**src/verilog/euart_pkg.sv**
```systemverilog
// Constants, register map and types of the serial port
package euart_pkg;
  // Register select codes on the special-function bus
  localparam logic [7:0] ADDR_DATA  = 8'h00;
  localparam logic [7:0] ADDR_CTRL  = 8'h01;
  localparam logic [7:0] ADDR_PWR   = 8'h02;
  localparam logic [7:0] ADDR_SLA   = 8'h03;
  localparam logic [7:0] ADDR_SLM   = 8'h04;
  localparam logic [7:0] ADDR_DIVLO = 8'h05;
  localparam logic [7:0] ADDR_DIVHI = 8'h06;
  localparam logic [7:0] RD_UNMAPPED = 8'h00;

  // Serial control register bit positions
  localparam int SC_RXF = 0;
  localparam int SC_TI  = 1;
  localparam int SC_RB8 = 2;
  localparam int SC_TB8 = 3;
  localparam int SC_REN = 4;
  localparam int SC_MP  = 5;
  localparam int SC_MLO = 6;
  localparam int SC_MHI = 7;
  // Power control register bit positions
  localparam int PC_FEF = 0;
  localparam int PC_FCS = 6;

  // Reset values
  localparam logic [7:0]  SLA_RST   = 8'h00;
  localparam logic [7:0]  SLM_RST   = 8'h00;
  localparam logic [15:0] DIV_RST   = 16'h006C;

  // Bit timing: sixteen ticks per bit in modes 1 to 3, sampled mid-bit; two ticks per bit in mode 0
  localparam logic [3:0] SUB_MID  = 4'h7;
  localparam logic [3:0] M0_LAST  = 4'h7;
  localparam logic [3:0] BITS_8   = 4'h8;
  localparam logic [3:0] BITS_9   = 4'h9;
  localparam logic [3:0] FRAME_8  = 4'hA;
  localparam logic [3:0] FRAME_9  = 4'hB;

  typedef enum logic [1:0] {
    MODE_SHIFT = 2'b00,
    MODE_8BIT  = 2'b01,
    MODE_9FIX  = 2'b10,
    MODE_9VAR  = 2'b11
  } euart_mode_t;

  typedef enum logic [1:0] {
    RX_IDLE  = 2'b00,
    RX_START = 2'b01,
    RX_DATA  = 2'b10,
    RX_STOP  = 2'b11
  } euart_rx_st_t;
endpackage

```
**src/verilog/euart_rx_if.sv**
```systemverilog
// Signals between the receive front end and the core
`timescale 1ns/10ps
interface euart_rx_if;
  logic       rxd_clean;
  logic [7:0] addr_byte;
  logic [7:0] sla;
  logic [7:0] slm;
  logic       match;
  modport front (
    input  addr_byte, sla, slm,
    output rxd_clean, match
  );
  modport core (
    output addr_byte, sla, slm,
    input  rxd_clean, match
  );
endinterface
```
**src/verilog/euart_core.sv**
```systemverilog
// Serial port, full-duplex in modes 1 to 3, with address recognition
`timescale 1ns/10ps
module euart_core #(
  parameter int DIV_W = 16
) (
  input  wire logic       core_clk,  // System clock
  input  wire logic       rst,       // Async reset, high
  input  wire logic [7:0] sfr_addr,  // Register select
  input  wire logic       sfr_wr,    // Write strobe
  input  wire logic       sfr_rd,    // Read strobe
  input  wire logic [7:0] sfr_wdata, // Write data
  output logic      [7:0] sfr_rdata, // Read data, next cycle
  input  wire logic       rxd_in,    // Receive pin input
  output logic            rxd_out,   // Receive pin drive
  output logic            rxd_oe_n,  // Receive pin enable, low
  output logic            txd,       // Transmit line / clock
  output logic            receive_complete_flag,  // Rx done
  output logic            transmit_complete_flag, // Tx done
  output logic            framing_error_flag      // Bad stop
);
  typedef struct packed {
    euart_pkg::euart_mode_t  mode;
    logic                    mp_en;
    logic                    ren;
    logic                    tb8;
    logic                    rb8;
    logic                    ti;
    logic                    rxf;
    logic                    fcs;
    logic                    fef;
    logic [7:0]              sla;
    logic [7:0]              slm;
    logic [7:0]              rbuf;
    logic [7:0]              thr;
    logic [7:0]              rdata;
    logic [DIV_W-1:0]        div;
    logic [DIV_W-1:0]        divcnt;
    logic                    tick;
    logic                    tx_pend;
    logic                    tx_act;
    logic [10:0]             tx_sh;
    logic [3:0]              tx_cnt;
    logic [3:0]              tx_sub;
    logic                    m0clk;
    logic                    txd;
    logic                    oe_n;
    euart_pkg::euart_rx_st_t rx_st;
    logic [7:0]              rx_data;
    logic                    rx_nin;
    logic                    rx_stop;
    logic                    rx_eval;
    logic                    rx_m0;
    logic                    rx_prev;
    logic [3:0]              rx_cnt;
    logic [3:0]              rx_sub;
  } euart_state_t;

  euart_state_t s;
  euart_state_t next_s;
  euart_rx_if   rxi ();

  euart_front u_front (
    .core_clk (core_clk),
    .rst      (rst),
    .rxd_pin  (rxd_in),
    .rxi      (rxi)
  );

  assign rxi.addr_byte = s.rx_data;
  assign rxi.sla       = s.sla;
  assign rxi.slm       = s.slm;

  logic       line;
  logic       m0;
  logic       m1;
  logic       early;
  logic       ninth;
  logic       accept;
  logic [3:0] nbits;
  logic [3:0] flen;
  logic [7:0] ctl_v;
  logic [7:0] pwr_v;

  assign line = rxi.rxd_clean;
  assign m0   = s.mode == euart_pkg::MODE_SHIFT;
  assign m1   = s.mode == euart_pkg::MODE_8BIT;

  always_comb begin
    next_s = s;
    ctl_v = 8'h00;
    pwr_v = 8'h00;
    ctl_v[euart_pkg::SC_RXF] = s.rxf;
    ctl_v[euart_pkg::SC_TI]  = s.ti;
    ctl_v[euart_pkg::SC_RB8] = s.rb8;
    ctl_v[euart_pkg::SC_TB8] = s.tb8;
    ctl_v[euart_pkg::SC_REN] = s.ren;
    ctl_v[euart_pkg::SC_MP]  = s.mp_en;
    ctl_v[euart_pkg::SC_MLO] = s.mode[0];
    ctl_v[euart_pkg::SC_MHI] = s.mode[1];
    pwr_v[euart_pkg::PC_FEF] = s.fef;
    pwr_v[euart_pkg::PC_FCS] = s.fcs;
    nbits = m1 ? euart_pkg::BITS_8 : euart_pkg::BITS_9;
    flen  = m1 ? euart_pkg::FRAME_8 : euart_pkg::FRAME_9;
    // Decision without framing check comes at last data bit, except in mode 1 with multiprocessor enabled
    early = !s.fcs && !(m1 && s.mp_en);
    ninth = m1 ? s.rx_stop : s.rx_nin;
    accept = 1'b0;

    // Register reads
    if (sfr_rd) begin
      unique case (sfr_addr)
        euart_pkg::ADDR_DATA:  next_s.rdata = s.rbuf;
        euart_pkg::ADDR_CTRL:  next_s.rdata = ctl_v;
        euart_pkg::ADDR_PWR:   next_s.rdata = pwr_v;
        euart_pkg::ADDR_SLA:   next_s.rdata = s.sla;
        euart_pkg::ADDR_SLM:   next_s.rdata = s.slm;
        euart_pkg::ADDR_DIVLO: next_s.rdata = s.div[7:0];
        euart_pkg::ADDR_DIVHI: next_s.rdata = s.div[15:8];
        default:               next_s.rdata = euart_pkg::RD_UNMAPPED;
      endcase
    end

    // Register writes; hardware sets below override clears
    if (sfr_wr) begin
      unique case (sfr_addr)
        euart_pkg::ADDR_DATA: begin
          next_s.thr = sfr_wdata;
          next_s.tx_pend = 1'b1;
        end
        euart_pkg::ADDR_CTRL: begin
          next_s.mode = euart_pkg::euart_mode_t'(
            {sfr_wdata[euart_pkg::SC_MHI],
             sfr_wdata[euart_pkg::SC_MLO]});
          next_s.mp_en = sfr_wdata[euart_pkg::SC_MP];
          next_s.ren   = sfr_wdata[euart_pkg::SC_REN];
          next_s.tb8   = sfr_wdata[euart_pkg::SC_TB8];
          next_s.rb8   = sfr_wdata[euart_pkg::SC_RB8];
          next_s.ti    = sfr_wdata[euart_pkg::SC_TI];
          next_s.rxf   = sfr_wdata[euart_pkg::SC_RXF];
        end
        euart_pkg::ADDR_PWR: begin
          next_s.fcs = sfr_wdata[euart_pkg::PC_FCS];
          next_s.fef = sfr_wdata[euart_pkg::PC_FEF];
        end
        euart_pkg::ADDR_SLA:   next_s.sla = sfr_wdata;
        euart_pkg::ADDR_SLM:   next_s.slm = sfr_wdata;
        euart_pkg::ADDR_DIVLO: next_s.div[7:0] = sfr_wdata;
        euart_pkg::ADDR_DIVHI: next_s.div[15:8] = sfr_wdata;
        default: ;
      endcase
    end

    // Bit-rate tick divider
    if (s.divcnt >= s.div) begin
      next_s.divcnt = '0;
      next_s.tick   = 1'b1;
    end else begin
      next_s.divcnt = s.divcnt + 1'b1;
      next_s.tick   = 1'b0;
    end

    if (!s.tx_act && s.tx_pend && !(m0 && s.rx_m0)) begin
      next_s.tx_act  = 1'b1;
      next_s.tx_pend = 1'b0;
      next_s.tx_cnt  = '0;
      next_s.tx_sub  = '0;
      if (m0) begin
        next_s.tx_sh = {3'b111, s.thr};
        next_s.m0clk = 1'b0;
      end else begin
        next_s.tx_sh = {1'b1, (m1 | s.tb8), s.thr, 1'b0};
      end
    end else if (s.tx_act && s.tick) begin
      if (m0) begin
        next_s.tx_sub = {3'b000, ~s.tx_sub[0]};
        if (!s.tx_sub[0]) begin
          next_s.m0clk = 1'b1;
        end else if (s.tx_cnt == euart_pkg::M0_LAST) begin
          next_s.tx_act = 1'b0;
          next_s.ti = 1'b1;
        end else begin
          next_s.m0clk  = 1'b0;
          next_s.tx_sh  = {1'b1, s.tx_sh[10:1]};
          next_s.tx_cnt = s.tx_cnt + 1'b1;
        end
      end else begin
        next_s.tx_sub = s.tx_sub + 1'b1;
        if (s.tx_sub == 4'hF) begin
          next_s.tx_sh  = {1'b1, s.tx_sh[10:1]};
          next_s.tx_cnt = s.tx_cnt + 1'b1;
          if (s.tx_cnt == flen - 1'b1) begin
            next_s.tx_act = 1'b0;
            next_s.ti = 1'b1;
          end
        end
      end
    end

    if (m0 && !s.rx_m0 && !s.tx_act && !s.tx_pend &&
        !s.rxf && s.ren && s.tick) begin
      next_s.rx_m0  = 1'b1;
      next_s.rx_cnt = '0;
      next_s.rx_sub = '0;
      next_s.m0clk  = 1'b0;
    end else if (s.rx_m0 && s.tick) begin
      next_s.rx_sub = {3'b000, ~s.rx_sub[0]};
      if (!s.rx_sub[0]) begin
        next_s.m0clk = 1'b1;
        next_s.rx_data[s.rx_cnt[2:0]] = line;
      end else if (s.rx_cnt == euart_pkg::M0_LAST) begin
        next_s.rx_m0 = 1'b0;
        next_s.m0clk = 1'b1;
        next_s.rbuf  = s.rx_data;
        next_s.rxf   = 1'b1;
      end else begin
        next_s.m0clk  = 1'b0;
        next_s.rx_cnt = s.rx_cnt + 1'b1;
      end
    end
    if (!m0) begin
      next_s.rx_m0 = 1'b0;
    end

    // Asynchronous receiver, modes 1 to 3
    next_s.rx_prev = line;
    next_s.rx_eval = 1'b0;
    unique case (s.rx_st)
      euart_pkg::RX_IDLE: begin
        if (!m0 && s.ren && s.rx_prev && !line) begin
          next_s.rx_st  = euart_pkg::RX_START;
          next_s.rx_sub = '0;
        end
      end
      euart_pkg::RX_START: begin
        if (s.tick) begin
          next_s.rx_sub = s.rx_sub + 1'b1;
          if (s.rx_sub == euart_pkg::SUB_MID) begin
            next_s.rx_cnt = '0;
            next_s.rx_st  = line ? euart_pkg::RX_IDLE
                                 : euart_pkg::RX_DATA;
          end
        end
      end
      euart_pkg::RX_DATA: begin
        if (s.tick) begin
          next_s.rx_sub = s.rx_sub + 1'b1;
          if (s.rx_sub == euart_pkg::SUB_MID) begin
            if (s.rx_cnt[3]) begin
              next_s.rx_nin = line;
            end else begin
              next_s.rx_data[s.rx_cnt[2:0]] = line;
            end
            next_s.rx_cnt = s.rx_cnt + 1'b1;
            if (s.rx_cnt == nbits - 1'b1) begin
              next_s.rx_st = euart_pkg::RX_STOP;
              if (early) begin
                next_s.rx_stop = 1'b1;
                next_s.rx_eval = 1'b1;
              end
            end
          end
        end
      end
      euart_pkg::RX_STOP: begin
        if (s.tick) begin
          next_s.rx_sub = s.rx_sub + 1'b1;
          if (s.rx_sub == euart_pkg::SUB_MID) begin
            next_s.rx_st = euart_pkg::RX_IDLE;
            if (s.fcs && !line) begin
              next_s.fef = 1'b1;
            end
            if (!early) begin
              next_s.rx_stop = line;
              next_s.rx_eval = 1'b1;
            end
          end
        end
      end
    endcase
    if (m0) begin
      next_s.rx_st = euart_pkg::RX_IDLE;
    end

    // Frame acceptance one cycle after the last sample
    if (s.rx_eval && !s.rxf) begin
      accept = !s.mp_en || (ninth && rxi.match);
    end
    if (accept) begin
      next_s.rbuf = s.rx_data;
      next_s.rb8  = ninth;
      next_s.rxf  = 1'b1;
    end

    // Pin drive: mode 0 clocks on the transmit pin
    next_s.txd  = (next_s.mode == euart_pkg::MODE_SHIFT) ?
                  next_s.m0clk :
                  (next_s.tx_act ? next_s.tx_sh[0] : 1'b1);
    next_s.oe_n = !((next_s.mode == euart_pkg::MODE_SHIFT) &&
                    next_s.tx_act);
  end

  always_ff @(posedge core_clk or posedge rst) begin
    if (rst) begin
      s         <= '0;
      s.div     <= euart_pkg::DIV_RST;
      s.sla     <= euart_pkg::SLA_RST;
      s.slm     <= euart_pkg::SLM_RST;
      s.tx_sh   <= '1;
      s.m0clk   <= 1'b1;
      s.txd     <= 1'b1;
      s.oe_n    <= 1'b1;
      s.rx_prev <= 1'b1;
    end else begin
      s <= next_s;
    end
  end

  assign sfr_rdata              = s.rdata;
  assign rxd_out                = s.tx_sh[0];
  assign rxd_oe_n               = s.oe_n;
  assign txd                    = s.txd;
  assign receive_complete_flag  = s.rxf;
  assign transmit_complete_flag = s.ti;
  assign framing_error_flag     = s.fef;
endmodule

```
**src/verilog/euart_front.sv**
```systemverilog
// Line synchroniser and address comparator
`timescale 1ns/10ps
module euart_front (
  input  wire logic   core_clk, // System clock
  input  wire logic   rst,      // Async reset, high
  input  wire logic   rxd_pin,  // Raw receive line
  euart_rx_if.front   rxi       // Core side
);
  typedef struct packed {
    logic [2:0] sync;
    logic       clean;
  } euart_front_t;

  euart_front_t s;
  euart_front_t next_s;
  logic [7:0]   bcast;
  logic         given_hit;
  logic         bcast_hit;

  always_comb begin
    next_s = s;
    next_s.sync = {s.sync[1:0], rxd_pin};
    // Level accepted once stages two and three agree
    if (s.sync[1] == s.sync[2]) begin
      next_s.clean = s.sync[2];
    end
  end

  always_ff @(posedge core_clk or posedge rst) begin
    if (rst) begin
      s <= '1;
    end else begin
      s <= next_s;
    end
  end

  assign given_hit = ((rxi.addr_byte ^ rxi.sla) & rxi.slm) == 8'h00;
  assign bcast     = rxi.sla | rxi.slm;
  assign bcast_hit = (rxi.addr_byte & bcast) == bcast;
  assign rxi.match     = given_hit | bcast_hit;
  assign rxi.rxd_clean = s.clean;
endmodule

```
**config.mk**
```make
export PLATFORM = sky130hd
export DESIGN_NAME = euart_core
export DESIGN_NICKNAME = d
export VERILOG_FILES = /design/src/verilog/euart_pkg.sv /design/src/verilog/euart_rx_if.sv /design/src/verilog/euart_core.sv /design/src/verilog/euart_front.sv
export SDC_FILE = /design/constraint.sdc
export NUM_CORES = 1
export LEC_CHECK = 0
export BUFFER_PORTS_ARGS = -buffer_cell sky130_fd_sc_hd__buf_2
export CORE_AREA = 8 8 116 118
export DETAILED_ROUTE_END_ITERATION = 10
export DIE_AREA = 0 0 124 126
export GPL_ROUTABILITY_DRIVEN = 0
export PLACE_DENSITY = 0.78
export SYNTH_ARGS = -nofsm -noshare
export SYNTH_HDL_FRONTEND = slang
export SYNTH_SLANG_ARGS = --single-unit
export TNS_END_PERCENT = 5
```
**constraint.sdc**
```tcl
create_clock -name core_clk -period 4.76 [get_ports core_clk]
set_clock_uncertainty 0.2 [all_clocks]
set_input_delay 0.238 -clock core_clk [delete_from_list [all_inputs] [get_ports core_clk]]
set_output_delay 0.238 -clock core_clk [all_outputs]
set_load 0.005 [all_outputs]
```
==> impl_metrics.ini, run 1 <==
[worst_setup_path]
crit_slowest_cell = dfrtp_1
cp.required_ps = 4890
cp_max_fo = 19
timing.rr.start = ctl_v[7]
critPathTopFamily = simple AND/OR/NAND/NOR gates
crit_start = ctl_v[7]
crit_cells = 6
end_kind = flop
start_kind = flop
crit_path_cell_trace = nor2_4, o22ai_2, and2_1, a221o_1, nand2b_1, mux2_2
reg2reg_depth = 6
max_stage_delay_ps = 530
cp_num_buf_inv = 0
cp_data_arrival_time_ps = 2740
crit_type = flop to flop

[grt]
grt_pass1_vias = 5584
grt_max_degree = 71
gr-total-overflow = 0
track_usage_pct = 23.2
antenna_found_initial = 0
grt_pass1_wl_mm = 28.4

[sta]
slew_viol_final = 0
fin_ws_ps = 2150
setup_viol = 0
hold_viol = 0
fmax_mhz = 383
period_share_pct = 54.8
hold_slack_ps = 30.4
slew_headroom_pct = 28.7
worstMarginPinSlew_ps = 1060
min_period_ps = 2610
fin_tns_setup_ps = 0
rsz0062_at_grt = false

[cts]
cts_tree = yes
cts_setup_buffers = 0
cts_buffers = 17
htree_levels = 4
cts-root-buf = clkbuf_16
clk_path_buf_depth = 2
clock-sinks = 134
clk-insertion-delay-late_ps = 420
path_clk_slew_ps = 60
cts_resized = 0

[layout]
final_common_cell = dfrtp_1
n_antenna_cell = 0
seq_area_mm2 = 0.00338
final.fill_count = 895
final_cell_mix = dfrtp_1, nand2_1, nor2_1, mux2_2, o21ai_0
nNetsFinal = 781
synthToLayoutAreaGrowth_pct = 13.3
drive_gt1_share_pct = 20.9
final_core_util_pct = 68.3
multi_input_area_mm2 = 0.00338

[synthesis]
ys_seq_elements = 134
synth-edff-count = 0
yosysTopAreaCellShare_pct = 39.3
synthTopCellsByArea = dfrtp_1, dfstp_2, mux2_2, ha_1, nand2_1
ys_seq_area_share_pct = 47.9
yosysTopAreaCell = dfrtp_1
avgSynthCellArea_um2 = 10.1
synth_warnings = 0
syn-cell-area_mm2 = 0.00706
async_flop_share_pct = 100
synth_nets = 747
synth_flop_cell = dfrtp_1
netlist_instances = 700
synthDistinctLibCells = 66

[floorplan]
die_w_um = 124
die_h_um = 126
rows = 40
num_io_pins = 35
start_util_pct = 60.3
die-area_mm2 = 0.0156
coreArea_mm2 = 0.0117

[pwr]
p_switching_mw = 0.628
p_clk_share_pct = 49.2
total_power_mw = 2.72
powerDensity_mw_per_mm2 = 340
irDropWorstVdd_mv = 0.490
p_leak_nw = 3.79
sequentialPowerShare_pct = 44.6
intPower_mw = 2.09
p_sw_share_pct = 23.1
pwr-share-comb_pct = 6.1

[run_status]
status = complete, no violations

[hold_path]
holdCritPathClass = input port to flop
worstHoldPathCells = 4
worstHoldStart = sfr_addr[7]

[routing]
firstDrtPassIters = 6
drtAntennaViolNets = 0
dr_total_vias = 5472
first_iter_violations = 621
drc = 0
avgViaCountPerCell = 6.12
wl_mm = 17.1
drt-wirelength-per-cell_um = 19.2

[place]
dp_hpwl_mm = 12.0
io_buffers = 34
place_ws_ps = 2140

[flow_run]
drv_cap = 0
==> stage by stage <==
| stage | area [um2] | instances |
|---|---|---|
| finish | 8000 | 894 |
| global route | 8000 | 894 |
| CTS | 8000 | 894 |
| detailed placement | 7280 | 851 |
| global placement | 7280 | 851 |
| floorplan | 7060 | 700 |
==> registers in the layout, summed over array words and instances, names as in the netlist, 2 cells and up <==
| signal | count |
|---|---|
| ctl_v | 6 |
| s | 85 |
| u_front.next_s | 2 |
| rxi.sla | 8 |
| rxi.slm | 8 |
| rxi.addr_byte | 8 |
| sfr_rdata | 8 |
==> worst paths after layout <==
| kind | to | slack [ps] |
|---|---|---|
| setup reg to reg | txd | 2150 |
| max in group asynchronous | s[60] | 3020 |
| hold reg to reg | u_front.next_s[3] | 160 |
| min in group asynchronous | rxi.addr_byte[0] | 350 |
| hold / removal | receive_complete_flag | 30 |
| setup / recovery | txd | 2150 |
==> cell families after synthesis <==
logic type      after synthesis  synth area share, %
simple gates                231                 16.1
compound gates              151                 14.1
flops                       134                 47.9
buf+inv                      70                 4.27
mux                          62                 9.70
fa+ha+maj                    27                 4.75
xor+xnor                     25                 3.10
==> cells in the mapped netlist (all sizes together) (14+ instances only) <==
cell type	number
dfrtp	111
nand2	71
nor2	62
mux2	51
o21ai	41
inv	37
ha	26
nand3	26
a21oi	25
dfstp	23
clkbuf	21
xor2	21
o22ai	17
a22oi	14
==> worst register-to-register path: cells and delay by family, from the launching register on <==
kind	cells	cell delay, ps
AOI/OAI and AO/OA	2	640
DFF	1	530
muxes	1	260
and+or+nand+nor	3	900
==> power by group through the flow <==
stage	clock network, mW	logic (mW)	registers [mW]
final	1.34	0.166	1.21
after global routing	1.41	0.187	1.21
after CTS	1.36	0.166	1.21
after detailed placement	0	0.157	1.23
after global placement	0	0.152	1.23
after floorplan	0	0.109	1.21
==> cell type report <==
| class | count | share of cell area, % |
|---|---|---|
| timing repair buffer | 48 | 3.79 |
| clock inverter | 12 | 1.91 |
| multi-input combinational | 496 | 42.2 |
| sequential | 134 | 42.3 |
| clock buffer | 20 | 5.71 |
| inverter | 37 | 1.77 |
| tap | 147 | 2.30 |
==> metal layers <==
metal / share of wire, % / wire length [um] / up-vias / global-route usage, %
met4: 2.6 / 439 / 0 / 9.73
met1: 44 / 7500 / 2674 / 31.0
met2: 48 / 8160 / 209 / 35.2
met5: 0 / 0 / - / 0
met3: 6.0 / 1030 / 39 / 5.59
li1: - / - / 2550 / -
==> timing repair <==
action | in CTS | in global routing
endpoints found under the setup margin | 0 | 0
hold buffers | 11 | 0
hold endpoints to repair | 82 | 0
No activity file was read; power rests on OpenSTA's default activity.
==> run 2: changes to the inputs <==
- clock period: 4.76 -> 2.65 ns (I/O delays scaled with it)
==> impl_metrics.ini, run 2 (synthesized netlist as in run 1, its figures left out) <==
[cts]
cts-root-buf = clkbuf_16
cts_tree = yes
clock-sinks = 134
clk-insertion-delay-late_ps = 420
cts_setup_buffers = 0
path_clk_slew_ps = 50
cts_buffers = 17
clk_path_buf_depth = 2
htree_levels = 4

[sta]
hold_viol = 0
setup_viol = 0
slew_viol_final = 0
min_period_ps = 2430
worstMarginPinSlew_ps = 766
fin_tns_setup_ps = 0
period_share_pct = 91.8
rsz0062_at_grt = false
fmax_mhz = 411
slew_headroom_pct = 48.8

[hold_path]
holdCritPathClass = input port to flop

[pwr]
p_clk_share_pct = 45.8
total_power_mw = 4.58
sequentialPowerShare_pct = 47.5
pwr-share-comb_pct = 6.7
p_sw_share_pct = 23.9
powerDensity_mw_per_mm2 = 573
intPower_mw = 3.49
irDropWorstVdd_mv = 0.656
p_leak_nw = 3.82
p_switching_mw = 1.10

[place]
dp_hpwl_mm = 12.4
dp.cells = 857
io_buffers = 34

[grt]
antenna_found_initial = 0
gr-total-overflow = 0
grt_pass1_vias = 5631
grt_max_degree = 56
track_usage_pct = 23.5
grt_pass1_wl_mm = 28.7

[worst_setup_path]
cp_data_arrival_time_ps = 2530
cp_num_buf_inv = 0
end_kind = flop
crit_slowest_cell = dfrtp_1
cp_max_fo = 7
max_stage_delay_ps = 500
critPathTopFamily = simple AND/OR/NAND/NOR gates
cp.required_ps = 2750
start_kind = flop
crit_path_cell_trace = ha_1, and4b_1, nand2_1, o22ai_2, nand2b_1, nor3b_1, mux2_2
crit_type = flop to flop

[layout]
largest_register_ffs = 85
n_antenna_cell = 0
final_common_cell = dfrtp_1
largest_register = s
nNetsFinal = 787
synthToLayoutAreaGrowth_pct = 13.3
drive_gt1_share_pct = 21.5
stdcell_count = 899
final_cell_mix = dfrtp_1, nand2_1, nor2_1, mux2_2, o21ai_0

[floorplan]
rows = 40
die_h_um = 126
num_io_pins = 35
coreArea_mm2 = 0.0117
die_w_um = 124
die-area_mm2 = 0.0156
start_util_pct = 60.3

[run_status]
status = complete, no violations

[flow_run]
drv_cap = 0

[routing]
drtAntennaViolNets = 0
wl_mm = 17.5
dr_total_vias = 5571
firstDrtPassIters = 7
avgViaCountPerCell = 6.20
first_iter_violations = 680
drc = 0
drt-wirelength-per-cell_um = 19.5
run 2: changes by cell type in the layout (fill, tap and decap cells not counted), moves of 2 or more:
cell / before / now
buf_12: 0 / 2
buf_4: 3 / 7
bufinv_16: 3 / 0
clkinv_2: 2 / 6
clkinvlp_4: 7 / 3
run 2: repair_timing:
action	CTS	global route
endpoints found under the setup margin	0	19
resized for setup	0	2
hold buffers	11	0
endpoints found under the hold margin	87	0
run 2: final cells by class:
cell class                      instances  area [um2]
Sequential cell                       134        3380
Inverter                               37         143
Clock inverter                          9        53.8
Timing Repair Buffer                   54         373
Multi-Input combinational cell        496        3390
Fill cell                             926        3720
Tap cell                              147         184
Clock buffer                           22         474
run 2: power by group through the flow:
stage | sequential (mW) | combinational, mW | clock [mW]
4_1_cts | 2.17 | 0.307 | 2.13
3_5_place_dp | 2.21 | 0.292 | 0
3_3_place_gp | 2.20 | 0.281 | 0
5_1_grt | 2.18 | 0.342 | 2.21
2_1_floorplan | 2.18 | 0.197 | 0
6_report | 2.18 | 0.309 | 2.10
run 2: worst paths after layout:
kind	start	end	slack [ps]	depth (start not counted)
max in group asynchronous	rst	s[67]	1280	4
setup / recovery	s[0]	rxi.addr_byte[4]	220	7
hold / removal	sfr_addr[7]	receive_complete_flag	40	5
setup reg to reg	s[0]	rxi.addr_byte[4]	220	7
hold reg to reg	u_front.next_s[2]	u_front.next_s[3]	160	0
min in group asynchronous	rst	s[100]	200	3
run 2: routing by layer:
layer | up-vias | track usage, % | share of wire (%)
li1 | 2575 | - | -
met1 | 2756 | 30.6 | 43
met2 | 204 | 37.4 | 48
met3 | 36 | 5.05 | 5.9
met4 | 0 | 8.89 | 2.3
met5 | - | 0 | 0
run 2: per-stage QoR:
step                      cell area [um2]  util (%)  hold slack (ps)  setup WS [ps]
after floorplan                      7060         -            -63.0            441
after global placement               7350      62.7             38.4            184
after detailed placement             7350      62.7             47.5          -33.2
after CTS                            7990      68.2             23.0           10.2
after global routing                 8000      68.3             76.6           53.0
final                                8000      68.3             41.0            217
run 2: worst min-delay path: stages:
cell and delay (ps):
buf_2 110, nor4_4 60, buf_4 150, nand3_1 80
nand3_1 70
==> run 3: changes to the inputs <==
- REMOVE_ABC_BUFFERS: default -> 1
==> impl_metrics.ini, run 3 (synthesized netlist as in run 1, its figures left out) <==
[place]
place_area_mm2 = 0.00738
place_ws_ps = 285
io_buffers = 34
dp_hpwl_mm = 12.9

[worst_setup_path]
crit_path_cell_trace = inv_1, ha_1, nand2b_1, a211oi_1, o21ai_0, a221oi_1, o21ai_1, buf_4, nor2_1
crit_start = s[48]
r2r-end = s[54]
crit_type = flop to flop
start_kind = flop
timing.rr.start = s[48]
reg2reg_depth = 9
cp_data_arrival_time_ps = 2590
reg2reg_slack_ps = 210
cp_max_fo = 17
endpoint = s[54]
cp.required_ps = 2800
end_kind = flop
max_stage_delay_ps = 440
crit_slowest_cell = dfrtp_1

[grt]
grt_pass1_vias = 5785
antenna_found_initial = 0
grt_util_met3_pct = 5.23
grt.busiest_layer = met2
grt_pass1_wl_mm = 29.5
grt_max_degree = 54
gr-usage-met2_pct = 40.3
gr-total-overflow = 0
track_usage_pct = 24.3
grt_use_met1_pct = 29.8

[floorplan]
die-area_mm2 = 0.0156
start_util_pct = 60.3
coreArea_mm2 = 0.0117
rows = 40
die_w_um = 124
num_io_pins = 35
die_h_um = 126

[layout]
final_core_util_pct = 69.6
final.fill_count = 853
largest_register_ffs = 85
final_cell_mix = dfrtp_1, nand2_1, nor2_1, mux2_2, o21ai_0
final_common_cell = dfrtp_1
fin_area_mm2 = 0.00815
synthToLayoutAreaGrowth_pct = 15.5
largest_register = s
nNetsFinal = 793
drive_gt1_share_pct = 22.1
n_antenna_cell = 0

[sta]
slew_headroom_pct = 62.6
fmax_mhz = 409
setup_viol = 0
hold_viol = 0
fin_ws_ps = 208
rsz0062_at_grt = false
slew_viol_final = 0
min_period_ps = 2440
period_share_pct = 92.2
worstMarginPinSlew_ps = 546

[hold_path]
worstHoldPathCells = 5
holdCritPathClass = input port to flop

[pwr]
p_leak_nw = 3.91
total_power_mw = 5.11
powerDensity_mw_per_mm2 = 627
irDropWorstVdd_mv = 0.466

[routing]
drt-wirelength-per-cell_um = 20.0
first_iter_violations = 569
avgViaCountPerCell = 6.26
drc = 0
firstDrtPassIters = 5
dr_total_vias = 5674
wl_mm = 18.1
drtAntennaViolNets = 0

[cts]
htree_levels = 4
path_clk_slew_ps = 60
clk-insertion-delay-late_ps = 420
clock-sinks = 134
cts_setup_buffers = 0
clk_path_buf_depth = 2
cts_tree = yes
cts-root-buf = clkbuf_16
cts_buffers = 17

[run_status]
status = complete, no violations

[flow_run]
drv_cap = 0
## run 3: cell count changes in the layout (fill, tap and decap cells not counted), moves of 2 or more
cell,change
clkinvlp_4,-2
clkinv_2,-4
bufinv_16,+5
inv_6,+2
buf_4,+7
## run 3: worst min-delay path by stage
stage | slack [ps] | from | end
2_1_floorplan | -60 | rxd_in | u_front.next_s[2]
3_3_place_gp | 20 | rst | rxi.sla[3]
3_5_place_dp | 30 | rst | rxi.sla[3]
4_1_cts | 10 | sfr_addr[7] | transmit_complete_flag
5_1_grt | 50 | sfr_addr[7] | transmit_complete_flag
6_report | 30 | sfr_addr[7] | receive_complete_flag
## run 3: layout make-up
cell class	count	area (um2)	share of cell area [%]
sequential	134	3380	41.5
multi-input combinational	496	3380	41.4
clock buffer	21	470	5.77
timing repair buffer	60	405	4.97
clock inverter	11	194	2.38
tap	147	184	2.26
inverter	37	141	1.73
## run 3: routing by layer
metal  share of wire (%)  wire, um
met1                  41      7450
met2                  51      9240
met3                 5.7      1030
met4                 2.3       422
met5                   0         0
## run 3: repair_timing
| item | 4_1_cts | 5_1_grt |
|---|---|---|
| endpoints found under the setup margin | 0 | 0 |
| endpoints found under the hold margin | 100 | 0 |
| gates resized for setup | 0 | 0 |
| hold buffers | 11 | 0 |
## run 3: power breakdown
| part | leakage (nW) | internal (mW) | switching, mW |
|---|---|---|---|
| clock | 0.324 | 1.75 | 0.881 |
| combinational | 1.88 | 0.121 | 0.189 |
| sequential | 1.70 | 2.11 | 0.0623 |
## run 3: metrics by stage
step,TNS (ps),hold slack (ps),std cells
3_5_place_dp,0,34.8,863
5_1_grt,0,47.3,906
6_report,0,26.1,906
3_3_place_gp,0,21.9,863
2_1_floorplan,-142380,-63.0,667
4_1_cts,0,14.2,906
## run 3: worst max-delay path: cells and delay by family (launching register included)
kind | cells | cell delay [ps]
AO/OA/AOI/OAI | 4 | 870
flip-flops | 1 | 440
adder cells (fa/ha/maj) | 1 | 300
buffers and inverters | 2 | 280
AND/OR/NAND/NOR | 2 | 280
